[config.mk]
export PLATFORM = sky130hd
export DESIGN_NAME = adc_conv_ctrl
export DESIGN_NICKNAME = d
export VERILOG_FILES = /design/src/design/mod_clock_gen.v /design/src/design/result_format.v /design/src/design/adc_conv_ctrl.v
export VERILOG_INCLUDE_DIRS = /design/src /design/src/pkg
export SDC_FILE = /design/constraint.sdc
export NUM_CORES = 1
export LEC_CHECK = 0
export BUFFER_PORTS_ARGS = -buffer_cell sky130_fd_sc_hd__buf_2
export CORE_ASPECT_RATIO = 1.75
export CORE_MARGIN = 4
export CORE_UTILIZATION = 63
export CTS_BUF_LIST = sky130_fd_sc_hd__clkbuf_8
export CTS_CLUSTER_DIAMETER = 50
export DETAILED_ROUTE_END_ITERATION = 7
export GPL_ROUTABILITY_DRIVEN = 0
export PLACE_DENSITY = 0.91
export SYNTH_ARGS = -nofsm -noshare
export SYNTH_HDL_FRONTEND = slang
export SYNTH_SLANG_ARGS = --single-unit
[constraint.sdc]
create_clock -name core_clk -period 7.3 [get_ports core_clk]
set_input_delay 1.825 -clock core_clk [delete_from_list [all_inputs] [get_ports core_clk]]
set_output_delay 1.825 -clock core_clk [all_outputs]
set_load 0.01 [all_outputs]
[src/pkg/adc_conv_regs.vh]
// register offsets, field positions, reset values and mode codes
// for the converter sequencer; definitions only
`ifndef ADC_CONV_REGS_VH
`define ADC_CONV_REGS_VH

// byte offsets on the register bus
`define OFF_CONTROL      8'h00
`define OFF_CONFIG       8'h04
`define OFF_DECIM        8'h08
`define OFF_MODE         8'h0c
`define OFF_STATUS       8'h10
`define OFF_MASK         8'h14
`define OFF_SINC3_HIGH   8'h18
`define OFF_SINC3_MID    8'h1c
`define OFF_SINC3_LOW    8'h20
`define OFF_FAST_HIGH    8'h24
`define OFF_FAST_MID     8'h28
`define OFF_FAST_LOW     8'h2c

// control register fields
`define CTRL_POL_BIT     4
`define CTRL_BURN_BIT    3
`define CTRL_GAIN_MSB    2
`define CTRL_RESET       8'h10

// config register fields
`define CFG_SEL_BIT      0
`define CFG_RESET        8'h00

// mode register fields and codes
`define MODE_BUSY_BIT    4
`define MODE_IDLE        2'h0
`define MODE_SINGLE      2'h1
`define MODE_CONT        2'h2

// status and mask bits
`define ST_DONE_BIT      0
`define ST_FAST_BIT      1
`define ST_SINC3_BIT     2
`define ST_WIDTH         3

// decimation ratio reset value
`define DECIM_RESET      16'h0100

`endif

[src/design/mod_clock_gen.v]
// modulator clock divider: drives the modulator clock pin and a
// one-cycle sample tick; assumes core_clk and arst_n of the top
`timescale 1ns/1ps
`default_nettype none

module mod_clock_gen
#(
  parameter DIV = 8
)
(
  // clock and reset
  input  wire        core_clk,
  input  wire        arst_n,
  // modulator timing
  output reg         mod_clk,
  output reg         sample_tick
);

  reg [15:0] div_cnt_reg;

  always @(posedge core_clk or negedge arst_n)
  begin
    if (!arst_n)
    begin
      div_cnt_reg <= 16'h0000;
      mod_clk     <= 1'b0;
      sample_tick <= 1'b0;
    end
    else
    begin
      if (div_cnt_reg == DIV[15:0] - 16'h0001)
        div_cnt_reg <= 16'h0000;
      else
        div_cnt_reg <= div_cnt_reg + 16'h0001;
      mod_clk     <= (div_cnt_reg < DIV[15:1]);
      sample_tick <= (div_cnt_reg == DIV[15:0] - 16'h0001);
    end
  end

endmodule // mod_clock_gen

`default_nettype wire

[src/design/result_format.v]
// output word formatting: straight binary or two's complement
// around half of full scale; purely combinational
`timescale 1ns/1ps
`default_nettype none

module result_format
(
  // raw filter sum and its full scale
  input  wire [23:0] raw,
  input  wire [23:0] full_scale,
  input  wire        bipolar,
  // formatted word
  output wire [23:0] word
);

  assign word = bipolar ? (raw - {1'b0, full_scale[23:1]}) : raw;

endmodule // result_format

`default_nettype wire

[src/design/adc_conv_ctrl.v]
// conversion sequencer for a delta-sigma converter with a sinc3 and a
// fast filter, register file on an ahb-lite slave port
// assumes one clock, a modulator bit stream on a pin and one bus master
//
// Overview of operation
// writing single mode starts one conversion sized for the selected filter
// busy flag stays 1 while single or continuous conversions run
// fast result after one conversion cycle, sinc3 after three
// done flag set on fast result if select is 1, else on sinc3
// single mode returns to idle and clears busy when selected filter finishes
// sinc3-targeted single conversion also yields a valid fast result
// continuous mode restarts each conversion right after the previous one
// continuous: fast every cycle, sinc3 first after three then every cycle
// continuous mode updates both result sets regardless of select
// software ends continuous mode by writing idle mode
// conversion cycle length is modulator clock times decimation ratio
// sinc3 and fast results held in separate high, mid, low registers
// polarity bit selects unipolar or bipolar output words
// sinc3 uses last three cycles, fast uses current cycle only
// software should keep burnout sources off during normal measurements
// control register writes accepted only while in idle mode
// done flag stays set until software clears it
// the three bytes of a result update together
//
// Our own choices: the placing of the registers and the AHB-Lite slave port.
`timescale 1ns/1ps
`default_nettype none
`include "adc_conv_regs.vh"

module adc_conv_ctrl
#(
  parameter MOD_DIV = 8
)
(
  // clock and reset
  input  wire        core_clk,
  input  wire        arst_n,
  // ahb-lite slave
  input  wire        hsel,
  input  wire [31:0] haddr,
  input  wire [1:0]  htrans,
  input  wire        hwrite,
  input  wire        hready,
  input  wire [31:0] hwdata,
  output reg  [31:0] hrdata,
  output wire        hreadyout,
  output wire        hresp,
  // modulator side
  output wire        mod_clk,
  input  wire        mod_data,
  output wire        burnout_en,
  output wire [2:0]  pga_gain,
  // interrupt
  output wire        irq
);

  localparam ST_IDLE = 1'b0;
  localparam ST_RUN  = 1'b1;

  function hit;
    input [7:0] addr;
    input [7:0] off;
    begin
      hit = (addr[7:2] == off[7:2]);
    end
  endfunction

  ////////////////////////////////////////////////////////////////////
  // bus slave

  reg        wr_pend_reg;
  reg        rd_pend_reg;
  reg [7:0]  addr_q_reg;
  wire       take_ap;
  wire       wr_now;

  assign take_ap   = hsel & htrans[1] & hready;
  assign wr_now    = wr_pend_reg;
  assign hreadyout = ~rd_pend_reg;
  assign hresp     = 1'b0;

  always @(posedge core_clk or negedge arst_n)
  begin
    if (!arst_n)
    begin
      wr_pend_reg <= 1'b0;
      rd_pend_reg <= 1'b0;
      addr_q_reg  <= 8'h00;
    end
    else
    begin
      wr_pend_reg <= take_ap & hwrite;
      rd_pend_reg <= take_ap & ~hwrite;
      if (take_ap)
        addr_q_reg <= haddr[7:0];
    end
  end

  ////////////////////////////////////////////////////////////////////
  // registers

  reg  [7:0]  ctrl_reg;
  reg  [7:0]  cfg_reg;
  reg  [15:0] decim_reg;
  reg  [1:0]  mode_reg;
  reg  [1:0]  mode_next;
  reg         state_reg;
  reg         state_next;
  reg  [2:0]  status_reg;
  reg  [2:0]  status_mask_reg;
  reg  [23:0] sinc3_res_reg;
  reg  [23:0] fast_res_reg;

  wire        sel_fast;
  wire        mode_wr;
  wire        idle_now;
  wire [2:0]  st_set;
  wire [2:0]  st_clr;

  assign sel_fast   = cfg_reg[`CFG_SEL_BIT];
  assign mode_wr    = wr_now & hit(addr_q_reg, `OFF_MODE);
  assign idle_now   = (mode_reg == `MODE_IDLE);
  assign burnout_en = ctrl_reg[`CTRL_BURN_BIT];
  assign pga_gain   = ctrl_reg[`CTRL_GAIN_MSB:0];

  always @(posedge core_clk or negedge arst_n)
  begin
    if (!arst_n)
    begin
      ctrl_reg        <= `CTRL_RESET;
      cfg_reg         <= `CFG_RESET;
      decim_reg       <= `DECIM_RESET;
      status_mask_reg <= 3'h0;
    end
    else if (wr_now)
    begin
      if (hit(addr_q_reg, `OFF_CONTROL) && idle_now)
        ctrl_reg <= {3'h0, hwdata[4:0]};
      if (hit(addr_q_reg, `OFF_CONFIG))
        cfg_reg <= {7'h00, hwdata[`CFG_SEL_BIT]};
      if (hit(addr_q_reg, `OFF_DECIM) && idle_now)
        decim_reg <= hwdata[15:0];
      if (hit(addr_q_reg, `OFF_MASK))
        status_mask_reg <= hwdata[2:0];
    end
  end

  ////////////////////////////////////////////////////////////////////
  // modulator clock and input synchroniser

  wire mod_tick;
  reg  mod_sync1_reg;
  reg  mod_sync2_reg;

  mod_clock_gen
  #(
    .DIV (MOD_DIV)
  )
  u_mod_clock
  (
    .core_clk    (core_clk),
    .arst_n      (arst_n),
    .mod_clk     (mod_clk),
    .sample_tick (mod_tick)
  );

  always @(posedge core_clk or negedge arst_n)
  begin
    if (!arst_n)
    begin
      mod_sync1_reg <= 1'b0;
      mod_sync2_reg <= 1'b0;
    end
    else
    begin
      mod_sync1_reg <= mod_data;
      mod_sync2_reg <= mod_sync1_reg;
    end
  end

  ////////////////////////////////////////////////////////////////////
  // conversion cycle counting and filter sums

  reg  [15:0] pos_reg;
  reg  [23:0] ones_reg;
  reg  [23:0] hist1_reg;
  reg  [23:0] hist2_reg;
  reg  [1:0]  periods_reg;

  wire [15:0] cycle_last;
  wire        cycle_end;
  wire [23:0] ones_now;
  wire [23:0] sinc3_raw;
  wire [23:0] fast_full;
  wire [23:0] sinc3_full;
  wire        fast_upd;
  wire        sinc3_upd;
  wire        done_evt;
  wire        start;
  wire [23:0] fast_word;
  wire [23:0] sinc3_word;

  assign cycle_last = (decim_reg == 16'h0000) ? 16'h0000 : decim_reg - 16'h0001;
  assign cycle_end  = (state_reg == ST_RUN) & mod_tick
                      & (pos_reg == cycle_last);
  assign ones_now   = ones_reg + {23'h000000, mod_sync2_reg};
  assign sinc3_raw  = ones_now + hist1_reg + hist2_reg;
  assign fast_full  = {8'h00, cycle_last} + 24'h000001;
  assign sinc3_full = fast_full + fast_full + fast_full;
  assign fast_upd   = cycle_end;
  assign sinc3_upd  = cycle_end & (periods_reg == 2'h2)
                      & ((mode_reg == `MODE_CONT) | ~sel_fast);
  assign done_evt   = sel_fast ? fast_upd : sinc3_upd;
  assign start      = mode_wr & (hwdata[1:0] == `MODE_SINGLE
                                 || hwdata[1:0] == `MODE_CONT);

  always @(posedge core_clk or negedge arst_n)
  begin
    if (!arst_n)
    begin
      pos_reg     <= 16'h0000;
      ones_reg    <= 24'h000000;
      hist1_reg   <= 24'h000000;
      hist2_reg   <= 24'h000000;
      periods_reg <= 2'h0;
    end
    else if (start)
    begin
      pos_reg     <= 16'h0000;
      ones_reg    <= 24'h000000;
      hist1_reg   <= 24'h000000;
      hist2_reg   <= 24'h000000;
      periods_reg <= 2'h0;
    end
    else if (state_reg == ST_RUN && mod_tick)
    begin
      if (cycle_end)
      begin
        pos_reg   <= 16'h0000;
        ones_reg  <= 24'h000000;
        hist1_reg <= ones_now;
        hist2_reg <= hist1_reg;
        if (periods_reg != 2'h2)
          periods_reg <= periods_reg + 2'h1;
      end
      else
      begin
        pos_reg  <= pos_reg + 16'h0001;
        ones_reg <= ones_now;
      end
    end
  end

  ////////////////////////////////////////////////////////////////////
  // output formatting and result registers

  result_format u_fast_fmt
  (
    .raw        (ones_now),
    .full_scale (fast_full),
    .bipolar    (ctrl_reg[`CTRL_POL_BIT]),
    .word       (fast_word)
  );

  result_format u_sinc3_fmt
  (
    .raw        (sinc3_raw),
    .full_scale (sinc3_full),
    .bipolar    (ctrl_reg[`CTRL_POL_BIT]),
    .word       (sinc3_word)
  );

  always @(posedge core_clk or negedge arst_n)
  begin
    if (!arst_n)
    begin
      fast_res_reg  <= 24'h000000;
      sinc3_res_reg <= 24'h000000;
    end
    else
    begin
      if (fast_upd)  // see R6 see R9 see R12
        fast_res_reg <= fast_word;
      if (sinc3_upd)  // see R9 see R12
        sinc3_res_reg <= sinc3_word;
    end
  end

  ////////////////////////////////////////////////////////////////////
  // sequencer

  always @*
  begin
    mode_next  = mode_reg;
    state_next = state_reg;
    case (state_reg)
      ST_IDLE:
      begin
        if (start)  // see R1
        begin
          mode_next  = hwdata[1:0];
          state_next = ST_RUN;
        end
        else if (mode_wr)
          mode_next = `MODE_IDLE;
      end
      ST_RUN:
      begin
        if (mode_wr)
        begin
          if (start)
            mode_next = hwdata[1:0];
          else
          begin
            mode_next  = `MODE_IDLE;
            state_next = ST_IDLE;
          end
        end
        else if (mode_reg == `MODE_SINGLE && done_evt)
        begin
          mode_next  = `MODE_IDLE;
          state_next = ST_IDLE;
        end
      end
      default:
      begin
        mode_next  = `MODE_IDLE;
        state_next = ST_IDLE;
      end
    endcase
  end

  always @(posedge core_clk or negedge arst_n)
  begin
    if (!arst_n)
    begin
      mode_reg  <= `MODE_IDLE;
      state_reg <= ST_IDLE;
    end
    else
    begin
      mode_reg  <= mode_next;
      state_reg <= state_next;
    end
  end

  ////////////////////////////////////////////////////////////////////
  // sticky status, write one to clear, set wins

  assign st_set[`ST_DONE_BIT]  = done_evt;
  assign st_set[`ST_FAST_BIT]  = fast_upd;
  assign st_set[`ST_SINC3_BIT] = sinc3_upd;
  assign st_clr = (wr_now && hit(addr_q_reg, `OFF_STATUS)) ? hwdata[2:0] : 3'h0;

  genvar gi;
  generate
    for (gi = 0; gi < `ST_WIDTH; gi = gi + 1)
    begin : g_status
      always @(posedge core_clk or negedge arst_n)
      begin
        if (!arst_n)
          status_reg[gi] <= 1'b0;
        else if (st_set[gi])
          status_reg[gi] <= 1'b1;
        else if (st_clr[gi])
          status_reg[gi] <= 1'b0;
      end
    end
  endgenerate

  assign irq = |(status_reg & status_mask_reg);

  ////////////////////////////////////////////////////////////////////
  // read data

  reg [31:0] rd_mux;

  always @*
  begin
    rd_mux = 32'h00000000;
    if (hit(addr_q_reg, `OFF_CONTROL))
      rd_mux = {24'h000000, ctrl_reg};
    else if (hit(addr_q_reg, `OFF_CONFIG))
      rd_mux = {24'h000000, cfg_reg};
    else if (hit(addr_q_reg, `OFF_DECIM))
      rd_mux = {16'h0000, decim_reg};
    else if (hit(addr_q_reg, `OFF_MODE))
      rd_mux = {27'h0000000, ~idle_now, 2'h0, mode_reg};
    else if (hit(addr_q_reg, `OFF_STATUS))
      rd_mux = {29'h00000000, status_reg};
    else if (hit(addr_q_reg, `OFF_MASK))
      rd_mux = {29'h00000000, status_mask_reg};
    else if (hit(addr_q_reg, `OFF_SINC3_HIGH))
      rd_mux = {24'h000000, sinc3_res_reg[23:16]};
    else if (hit(addr_q_reg, `OFF_SINC3_MID))
      rd_mux = {24'h000000, sinc3_res_reg[15:8]};
    else if (hit(addr_q_reg, `OFF_SINC3_LOW))
      rd_mux = {24'h000000, sinc3_res_reg[7:0]};
    else if (hit(addr_q_reg, `OFF_FAST_HIGH))
      rd_mux = {24'h000000, fast_res_reg[23:16]};
    else if (hit(addr_q_reg, `OFF_FAST_MID))
      rd_mux = {24'h000000, fast_res_reg[15:8]};
    else if (hit(addr_q_reg, `OFF_FAST_LOW))
      rd_mux = {24'h000000, fast_res_reg[7:0]};
  end

  always @(posedge core_clk or negedge arst_n)
  begin
    if (!arst_n)
      hrdata <= 32'h00000000;
    else if (rd_pend_reg)
      hrdata <= rd_mux;
  end

endmodule // adc_conv_ctrl

`default_nettype wire

### Yosys cells after proc, flatten, opt, wreduce, memory -nomap -nowiden

Cells that the tools add are included.

* bits in registers: 231
* output and inout bits: 40
* bits of input ports: 72

* mux-type cells: 50
* magnitude comparators: 1
* equality and inequality tests: 21
* reduce and logical (&&, ||, !) cells: 23
* bitwise logic cells: 17
* add/subtract/negate cells: 12

Operators with widths (count)
* $mux W24: 11
* $mux W16: 8
* $mux W8: 9
* $add A24 B24 Y24: 2
* $add A16 B1 Y16 const B: 2
* $add A24 B1 Y24: 1
* $eq A6 B3 Y1 const B: 4
* $eq A6 B4 Y1 const B: 4
* $sub A24 B16 Y24: 1
* $sub A24 B18 Y24: 1
* $add A18 B17 Y19: 1
* $add A17 B17 Y18: 1
* $mux W2: 9
* $add A16 B1 Y17 const B: 1
* $eq A16 B16 Y1: 1
* $eq A16 B3 Y1 const B: 1
* $logic_not A16 Y1: 1
* $lt A16 B3 Y1 const B: 1
* $sub A16 B1 Y16 const B: 1
* $eq A6 B2 Y1 const B: 2
* $reduce_and A2 Y1: 6
* $reduce_bool A2 Y1: 6
* $and A1 B1 Y1: 10
* $mux W1: 10
* 19 further kinds: 30

### Longest topological paths before layout

Gate-level depths: netlist of run 1.

* depth after elaboration: 13
* depth in mapped cells: 29
* mapped depth without buffers: 29

### By module

From an unflattened synthesis of run 1, not the netlist that was laid out.

* cell total of the unflattened synthesis: 1946
* area, all modules: 16698.5 um2

By module, submodules not included
* adc_conv_ctrl: instances 1, cells each 1379, sequential area each 4882.2 um2, area each 12683.4 um2
* result_format: instances 2, cells each 250, sequential area each 0.0 um2, area each 1629.1 um2
* mod_clock_gen: instances 1, cells each 67, sequential area each 450.4 um2, area each 757.0 um2

### Worst setup path before layout of run 1

No wires, ideal clock.

* kind: register -> register
* start point: register decim_reg[0]
* end point: register sinc3_res_reg[18]
* data required time: 7.173 ns
* path slack: 1.216 ns
* cell stages (with the launch flop): 28
* arrival time: 5.957 ns
* setup time: 0.127 ns
* cells stage by stage: dfrtp_1 -> inv_1 -> ha_1 -> or4b_2 -> nor4_2 -> nor2_1 -> ha_1 -> xnor2_1 -> ha_1 -> nor2b_1 -> o21a_1 -> o21ai_0 -> a21oi_1 -> or2_2 -> a21oi_1 -> xor2_1 -> ha_1 -> a21o_1 -> a21oi_1 -> o21bai_1 -> a21oi_1 -> a21oi_1 -> o211ai_1 -> nand2_1 -> o311ai_0 -> nor2b_1 -> xnor2_1 -> o21ai_0

* cells in the longest elaborated chain, start to end: 7
* elaborated cells on any way between the ends: 12
* those cells by class: add/sub: 5; eq/ne: 1; mux: 2; bitwise: 3; reduce/logical: 1

RTL lines
* start, declared: RTL line adc_conv_ctrl.v:104 `reg [15:0] decim_reg;`
* start signal, assigned: RTL line adc_conv_ctrl.v:132 `` decim_reg <= `DECIM_RESET; ``
* start signal, assigned: RTL line adc_conv_ctrl.v:142 `decim_reg <= hwdata[15:0];`
* $sub A16 B1 Y16 / $logic_not A16 Y1 (equally long branches): RTL line adc_conv_ctrl.v:203 `assign cycle_last = (decim_reg == 16'h0000) ? 16'h0000 : decim_reg - 16'h0001;`
* $mux W16 (*): RTL line adc_conv_ctrl.v:203
* $add A16 B1 Y17: RTL line adc_conv_ctrl.v:208 `assign fast_full = {8'h00, cycle_last} + 24'h000001;`
* $add A17 B17 Y18: RTL line adc_conv_ctrl.v:209 `assign sinc3_full = fast_full + fast_full + fast_full;`
* $add A18 B17 Y19: RTL line adc_conv_ctrl.v:209
* $sub A24 B18 Y24: RTL line result_format.v:16 `assign word = bipolar ? (raw - {1'b0, full_scale[23:1]}) : raw;`
* $mux W24: RTL line result_format.v:16
* end signal, assigned: RTL line adc_conv_ctrl.v:285 `sinc3_res_reg <= sinc3_word;`
* end, declared: RTL line adc_conv_ctrl.v:111 `reg [23:0] sinc3_res_reg;`

Every way passes the cells marked *; elsewhere a longest branch is shown, timed or not.
A chain may end at the register's enable or synchronous reset.

### Worst setup path after layout of run 1

* start point: register decim_reg[6]
* end point: register sinc3_res_reg[23]

Same word-level chain as after synthesis.

==> run summary, run 1 <==
### Route
* number of design-rule violations left by the first detailed-router iteration: 1188
* met3 wire length: 2660 µm
* post-detailed-route wirelength per cell: 19.1 µm
* metal2 WL: 20100 µm
* wl on met1: 13900 µm
* length of the first detailed-routing pass in iterations: 6
* routed vias/inst: 6.23
* total number of vias: 13284
* remaining antenna violation count: 0
* final wirelength: 40700 µm
* top routing layer in use: met4
* number of remaining DRC errors: 0

### Cells and area
* diode insertion count for antenna repair: 0
* final core utilization: 0.694
* share of final-layout standard cells stronger than drive strength 1: 0.105
* count of fill cells added during filler insertion: 1621
* Post-layout nets: 1983
* synthesis-to-finish area growth: 8.62%
* non-filler cells in the finished layout: 2132

### CTS
* number of buffers on the longest clock path: 3
* H-tree depth reported by CTS: 1
* CTS tree: built
* number of buffers created by CTS: 31
* Clock Latency Late Sink: 600 ps
* Clock transition at path regs: 70 ps
* number of sinks handled by clock tree synthesis: 213
* cell at the root of the clock tree: clkbuf_8
* Post-CTS Hold Buffers: 0
* total setup buffers inserted after CTS: 0

### Floorplanning
* initial core utilization: 0.639
* Die Span X: 125 µm
* die extent in y: 212 µm
* I/O pin total: 112
* die area: 0.0264 mm²
* Cell Rows: 74
* core region area: 0.0234 mm²

### Critical path
* data required time at the worst endpoint: 7760 ps
* critical path launch point type: flop
* critical setup path kind: reg -> reg
* arrival time worst endpoint: 7420 ps
* crit path max fanout: 14
* CP Capture Type: flop

### Yosys
* cell area after synthesis: 0.0150 mm²
* area share of the leading cell type in the synthesized netlist: 0.353
* fraction of the yosys area taken by sequential cells: 0.356
* asr flop ratio synth: 1.00
* commonest cells in the synthesized netlist: nand2_1 (225), dfrtp_1 (211), nor2_1 (170), inv_1 (159), o21ai_0 (116)
* number of flops mapped to enable cells by yosys: 0
* post-synthesis instance total: 1757
* ranking of synthesized cells by area: dfrtp_1 (35%), ha_1 (6.7%), nand2_1 (5.6%)
* yosys synthesis warning count: 0
* post-synthesis register bit count: 213
* number of distinct library cells after synthesis: 83
* average size of a mapped cell: 8.52 µm²
* most area-hungry cell type in the Yosys netlist: dfrtp_1
* most numerous cell in the Yosys netlist: nand2_1
* most instantiated flip-flop cell in the synthesis netlist: dfrtp_1

### Place
* count of port buffers added during placement: 51
* cell total after placement: 2075
* sum of net half-perimeters after detailed placement: 30000 µm
* worst slack at placement: 503 ps

### Global routing
* grt total ovfl: 0
* overall fraction of global-route tracks in use: 0.309
* first-pass GRT wire length: 66100 µm
* initial antenna violation count: 0
* largest net degree at the start of global routing: 114
* number of global-route vias before repair: 13573

### Run
* max-cap violations: 0

### STA
* Final Skew: 28.5 ps
* Final Max Tran Viols: 0
* setup repair after global routing missed its margin: no
* final hold violation count: 0
* fin crit share: 0.954
* slew of the pin with the lowest slew margin: 1260 ps
* fmax: 0.144 GHz
* Min Clock Period, post-route: 6960 ps
* count of endpoints failing setup in the final report: 0
* Slew Limit Headroom: 0.153
* Total Negative Setup Slacks: 0 ps
* post-route worst setup slack: 336 ps

### Power
* Tot Pwr: 5.50 mW
* worst vdd ir: 0.153 mV
* Static Leak: 7.59 nW
* power per unit of standard cell area: 339 mW/mm²

### Worst hold path
* worst min-delay path category: reg -> reg

### Status
* result of the run: finished clean

[where the power goes]
group / internal [mW] / switching, mW / total (mW)
clock network: 0.645 / 0.484 / 1.13
logic: 1.25 / 1.73 / 2.98
registers: 1.28 / 0.115 / 1.40
total: 3.17 / 2.33 / 5.50
[area by class of cell]
| type | instances | area, µm² | area share |
|---|---|---|---|
| repair buffers | 74 | 437 | 0.0269 |
| inverters | 161 | 604 | 0.0372 |
| clock buffers | 41 | 564 | 0.0347 |
| flip-flops and latches | 213 | 5330 | 0.328 |
| multi-input cells | 1323 | 8760 | 0.539 |
| clock inverters | 16 | 180 | 0.0111 |
| well taps | 304 | 380 | 0.0234 |
[critical path, stage by stage, from the launching register on]
cell      delay (ps)
dfrtp_1          530
or4_1            800
or4_1            830
and3_1           280
nand4_1          190
xor2_1           390
ha_1             350
o21ai_0          170
a21oi_1           50
or2_2            300
a31o_2           280
o21ai_0          240
xnor2_1          160
ha_1             290
and4_1           230
nand2_1           60
o21ai_0           80
a31o_2           240
a41o_1           280
o21ai_0          380
nand2b_1         210
nand4_1          160
xnor2_1          230
o21ai_0          100
[metal layers]
| layer | track usage | vias to the layer above |
|---|---|---|
| met2 | 0.538 | 644 |
| met4 | 0.264 | 0 |
| met1 | 0.327 | 6307 |
| met3 | 0.0467 | 239 |
| li1 | - | 6094 |
| met5 | 0 | - |
[per-stage QoR]
| stage | area [µm²] | hold WS, ps |
|---|---|---|
| after floorplan | 15000 | 331 |
| after global placement | 15500 | 338 |
| after detailed placement | 15500 | 336 |
| after CTS | 16300 | 352 |
| after global routing | 16300 | 357 |
| final | 16300 | 350 |
[path summary, 6_finish.rpt]
check	end	slack [ps]	depth (start not counted)	startpoint
max in group asynchronous	hist2_reg[6]	4560	2	arst_n
hold reg to reg	mod_sync2_reg	350	0	mod_sync1_reg
min in group asynchronous	u_mod_clock.div_cnt_reg[10]	1310	1	arst_n
hold / removal	mod_sync2_reg	350	0	mod_sync1_reg
setup / recovery	sinc3_res_reg[23]	340	23	decim_reg[6]
setup reg to reg	sinc3_res_reg[23]	340	23	decim_reg[6]
[cells by family after synthesis]
logic type / count (synthesis) / synth area share
AND/OR/NAND/NOR: 593 / 0.181
AO/OA/AOI/OAI: 404 / 0.170
buffers and inverters: 237 / 0.0643
flip-flops: 213 / 0.356
XOR/XNOR: 153 / 0.0900
adder cells (fa/ha/maj): 109 / 0.104
multiplexers: 47 / 0.0336
other: 1 / 0.000251
[cells in the final DEF, fill, tap and decap left out, types with 17 or more instances in the layout]
cell / count
a21oi_1: 109
conb_1: 17
mux2_2: 26
o21ai_0: 116
buf_2: 50
xor2_1: 67
inv_1: 164
clkbuf_8: 42
xnor2_1: 85
nor3_1: 30
a21o_1: 24
buf_4: 23
nand2_1: 225
ha_1: 80
fa_1: 27
a211oi_1: 25
nor2_1: 169
dfrtp_1: 211
mux2i_1: 21
nand4_1: 18
nand3_1: 52
[timing repair]
item | 4_1_cts | 5_1_grt
endpoints found under the setup margin | 0 | 6
hold endpoints to repair | 0 | 0
resized for setup | 0 | 2
Power figures use the tool's default switching activity.
==> run 2: changes to the inputs <==
Settings changed: ABC_AREA set to 1, CORE_UTILIZATION 63 to 64, PLACE_DENSITY 0.91 to 0.92.
==> run 2 against run 1 <==
Compared with the run above: setup slack gained 290 ps; combinational power down 52%; non-clock buffer count decreased by 4; sequential power is 5% lower; register-to-register slack better by 290 ps; area after synthesis increased by 5.1%; die area increased by 3.3%; maximum frequency up 4.3%; clock power down 7%; critical path type unchanged; largest cell class unchanged.
==> run summary, run 2 <==
### Global routing
* initial antenna violation count: 0
* grt total ovfl: 0
* overall fraction of global-route tracks in use: 0.341
* most heavily used metal layer in global routing: met2
* M1 GR Usage: 0.360
* number of global-route vias before repair: 15279
* met3 Use GR: 0.0547
* Global Route met2 Usage: 0.583
* largest net degree at the start of global routing: 89
* first-pass GRT wire length: 74800 µm

### Route
* length of the first detailed-routing pass in iterations: 6
* routed vias/inst: 6.03
* remaining antenna violation count: 0
* number of design-rule violations left by the first detailed-router iteration: 1261
* total number of vias: 14853
* post-detailed-route wirelength per cell: 18.7 µm
* number of remaining DRC errors: 0
* final wirelength: 46100 µm

### STA
* setup repair after global routing missed its margin: no
* count of endpoints failing setup in the final report: 0
* Final Max Tran Viols: 0
* final hold violation count: 0
* fin crit share: 0.915
* Slew Limit Headroom: 0.137
* Final Skew: 22.1 ps
* worst hold-check slack: 360 ps
* Total Negative Setup Slacks: 0 ps
* Min Clock Period, post-route: 6680 ps
* fmax: 0.150 GHz
* slew of the pin with the lowest slew margin: 1280 ps

### CTS
* number of sinks handled by clock tree synthesis: 213
* Clock transition at path regs: 70 ps
* CTS tree: built
* Clock Latency Late Sink: 600 ps
* number of buffers created by CTS: 31
* cell at the root of the clock tree: clkbuf_8
* number of buffers on the longest clock path: 3
* H-tree depth reported by CTS: 1

### Critical path
* R2R depth: 36
* Top delay family on crit path: simple AND/OR/NAND/NOR gates
* worst reg2reg path endpoint: sinc3_res_reg[20]
* critical path launch point type: flop
* Worst Path Buf+Inv: 4
* CP Capture Type: flop
* Reg2Reg Setup Slack: 620 ps
* arrival time worst endpoint: 7160 ps
* most prevalent standard cell on the critical path: nand2_1
* crit path max fanout: 21
* Largest stage delay, worst path: 590 ps
* Critical-path top delay cell: dfrtp_1
* critical setup path kind: reg -> reg
* worst reg2reg startpoint: decim_reg[0]
* data required time at the worst endpoint: 7780 ps

### Yosys
* post-synthesis instance total: 2074
* most numerous cell in the Yosys netlist: nand2_1
* fraction of the yosys area taken by sequential cells: 0.339
* most area-hungry cell type in the Yosys netlist: dfrtp_1
* cell area after synthesis: 0.0157 mm²
* average size of a mapped cell: 7.58 µm²
* asr flop ratio synth: 1.00
* area share of the leading cell type in the synthesized netlist: 0.336
* commonest cells in the synthesized netlist: nand2_1 (421), inv_1 (319), dfrtp_1 (211), nor2_1 (177), o21ai_0 (122)
* number of distinct library cells after synthesis: 66
* yosys synthesis warning count: 0
* post-synthesis register bit count: 213
* number of flops mapped to enable cells by yosys: 0
* most instantiated flip-flop cell in the synthesis netlist: dfrtp_1
* ranking of synthesized cells by area: dfrtp_1 (34%), nand2_1 (10%), inv_1 (7.6%)

### Power
* Static Leak: 8.87 nW
* Tot Pwr: 3.82 mW
* power per unit of standard cell area: 226 mW/mm²
* worst vdd ir: 0.217 mV

### Place
* sum of net half-perimeters after detailed placement: 34300 µm
* count of port buffers added during placement: 51

### Worst hold path
* worst hold path cell count: 0
* Hold Path End: mod_sync2_reg
* worst min-delay path category: reg -> reg
* launch point of the worst hold path: mod_sync1_reg

### Floorplanning
* die area: 0.0272 mm²
* die extent in y: 215 µm
* initial core utilization: 0.652
* I/O pin total: 112
* Cell Rows: 75
* Die Span X: 127 µm
* core region area: 0.0241 mm²

### Cells and area
* diode insertion count for antenna repair: 0
* share of final-layout standard cells stronger than drive strength 1: 0.0992
* leading cell types in the layout, fill and taps excluded: nand2_1 (420), inv_1 (328), dfrtp_1 (211)
* Post-layout nets: 2313
* synthesis-to-finish area growth: 7.42%
* final core utilization: 0.701
* commonest non-fill, non-tap cell in the layout: nand2_1

### Status
* result of the run: finished clean

### Run
* max-cap violations: 0

-- run 2: cell count changes after synthesis, sizes merged, moves of 14 or more --
cell    before  now
a211oi      25    4
nand2      226  437
o22ai        1   68
nand3       52  122
a21o        24    6
nor2       170  192
o21ai      125  139
xnor2       86   28
mux2i       21    3
xor2        67   81
nand4       18   35
mux2        26    2
inv        161  328
clkbuf      46   21
-- run 2: cell families (layout without fill, tap and decap cells) --
| family | Yosys count | in the layout | share of synthesized area |
|---|---|---|---|
| AND/OR/NAND/NOR | 860 | 860 | 0.243 |
| buffers and inverters | 391 | 458 | 0.103 |
| AO/OA/AOI/OAI | 387 | 387 | 0.148 |
| flip-flops | 213 | 213 | 0.339 |
| XOR/XNOR | 110 | 110 | 0.0646 |
| adder cells (fa/ha/maj) | 107 | 107 | 0.0980 |
| multiplexers | 5 | 5 | 0.00334 |
| other | 1 | 17 | 0.000238 |
-- run 2: how the worst max path moves through the flow --
stage / startpoint / to / slack (ps) / depth (start not counted)
3_5_place_dp: decim_reg[0] / sinc3_res_reg[21] / 950 / 34
2_1_floorplan: decim_reg[0] / sinc3_res_reg[21] / 2130 / 34
3_3_place_gp: decim_reg[0] / sinc3_res_reg[21] / 1260 / 33
5_1_grt: decim_reg[0] / sinc3_res_reg[21] / 120 / 36
4_1_cts: decim_reg[0] / sinc3_res_reg[21] / 810 / 34
6_report: decim_reg[0] / sinc3_res_reg[20] / 620 / 36
-- run 2: stage by stage --
step,instances,instance area (µm²),worst slack [ps]
final,2465,16900,622
after global routing,2465,16900,115
after CTS,2465,16900,811
after detailed placement,2409,16200,952
after global placement,2409,16200,1260
after floorplan,2090,15800,2130
-- run 2: cell type report --
type | count | area, µm²
well taps | 308 | 385
flip-flops and latches | 213 | 5330
clock buffers | 37 | 509
clock inverters | 19 | 165
multi-input cells | 1486 | 8840
inverters | 332 | 1250
repair buffers | 70 | 408
fillers | 1754 | 7220
-- run 2: repair_timing --
item / CTS / global route
endpoints found under the setup margin: 0 / 1
setup buffers: 0 / 0
gates resized for setup: 0 / 2
hold buffers: 0 / 0
-- run 2: power breakdown --
part / total (mW) / internal, mW / switching [mW] / leakage (nW)
sequential: 1.33 / 1.26 / 0.0747 / 2.75
combinational: 1.44 / 0.501 / 0.935 / 5.74
clock: 1.05 / 0.566 / 0.481 / 0.380
-- run 2: per-layer routing --
layer	part of all wire	vias to the layer above
met2	0.50	751
met5	0	-
li1	-	6876
met1	0.33	6931
met3	0.067	295
met4	0.10	0
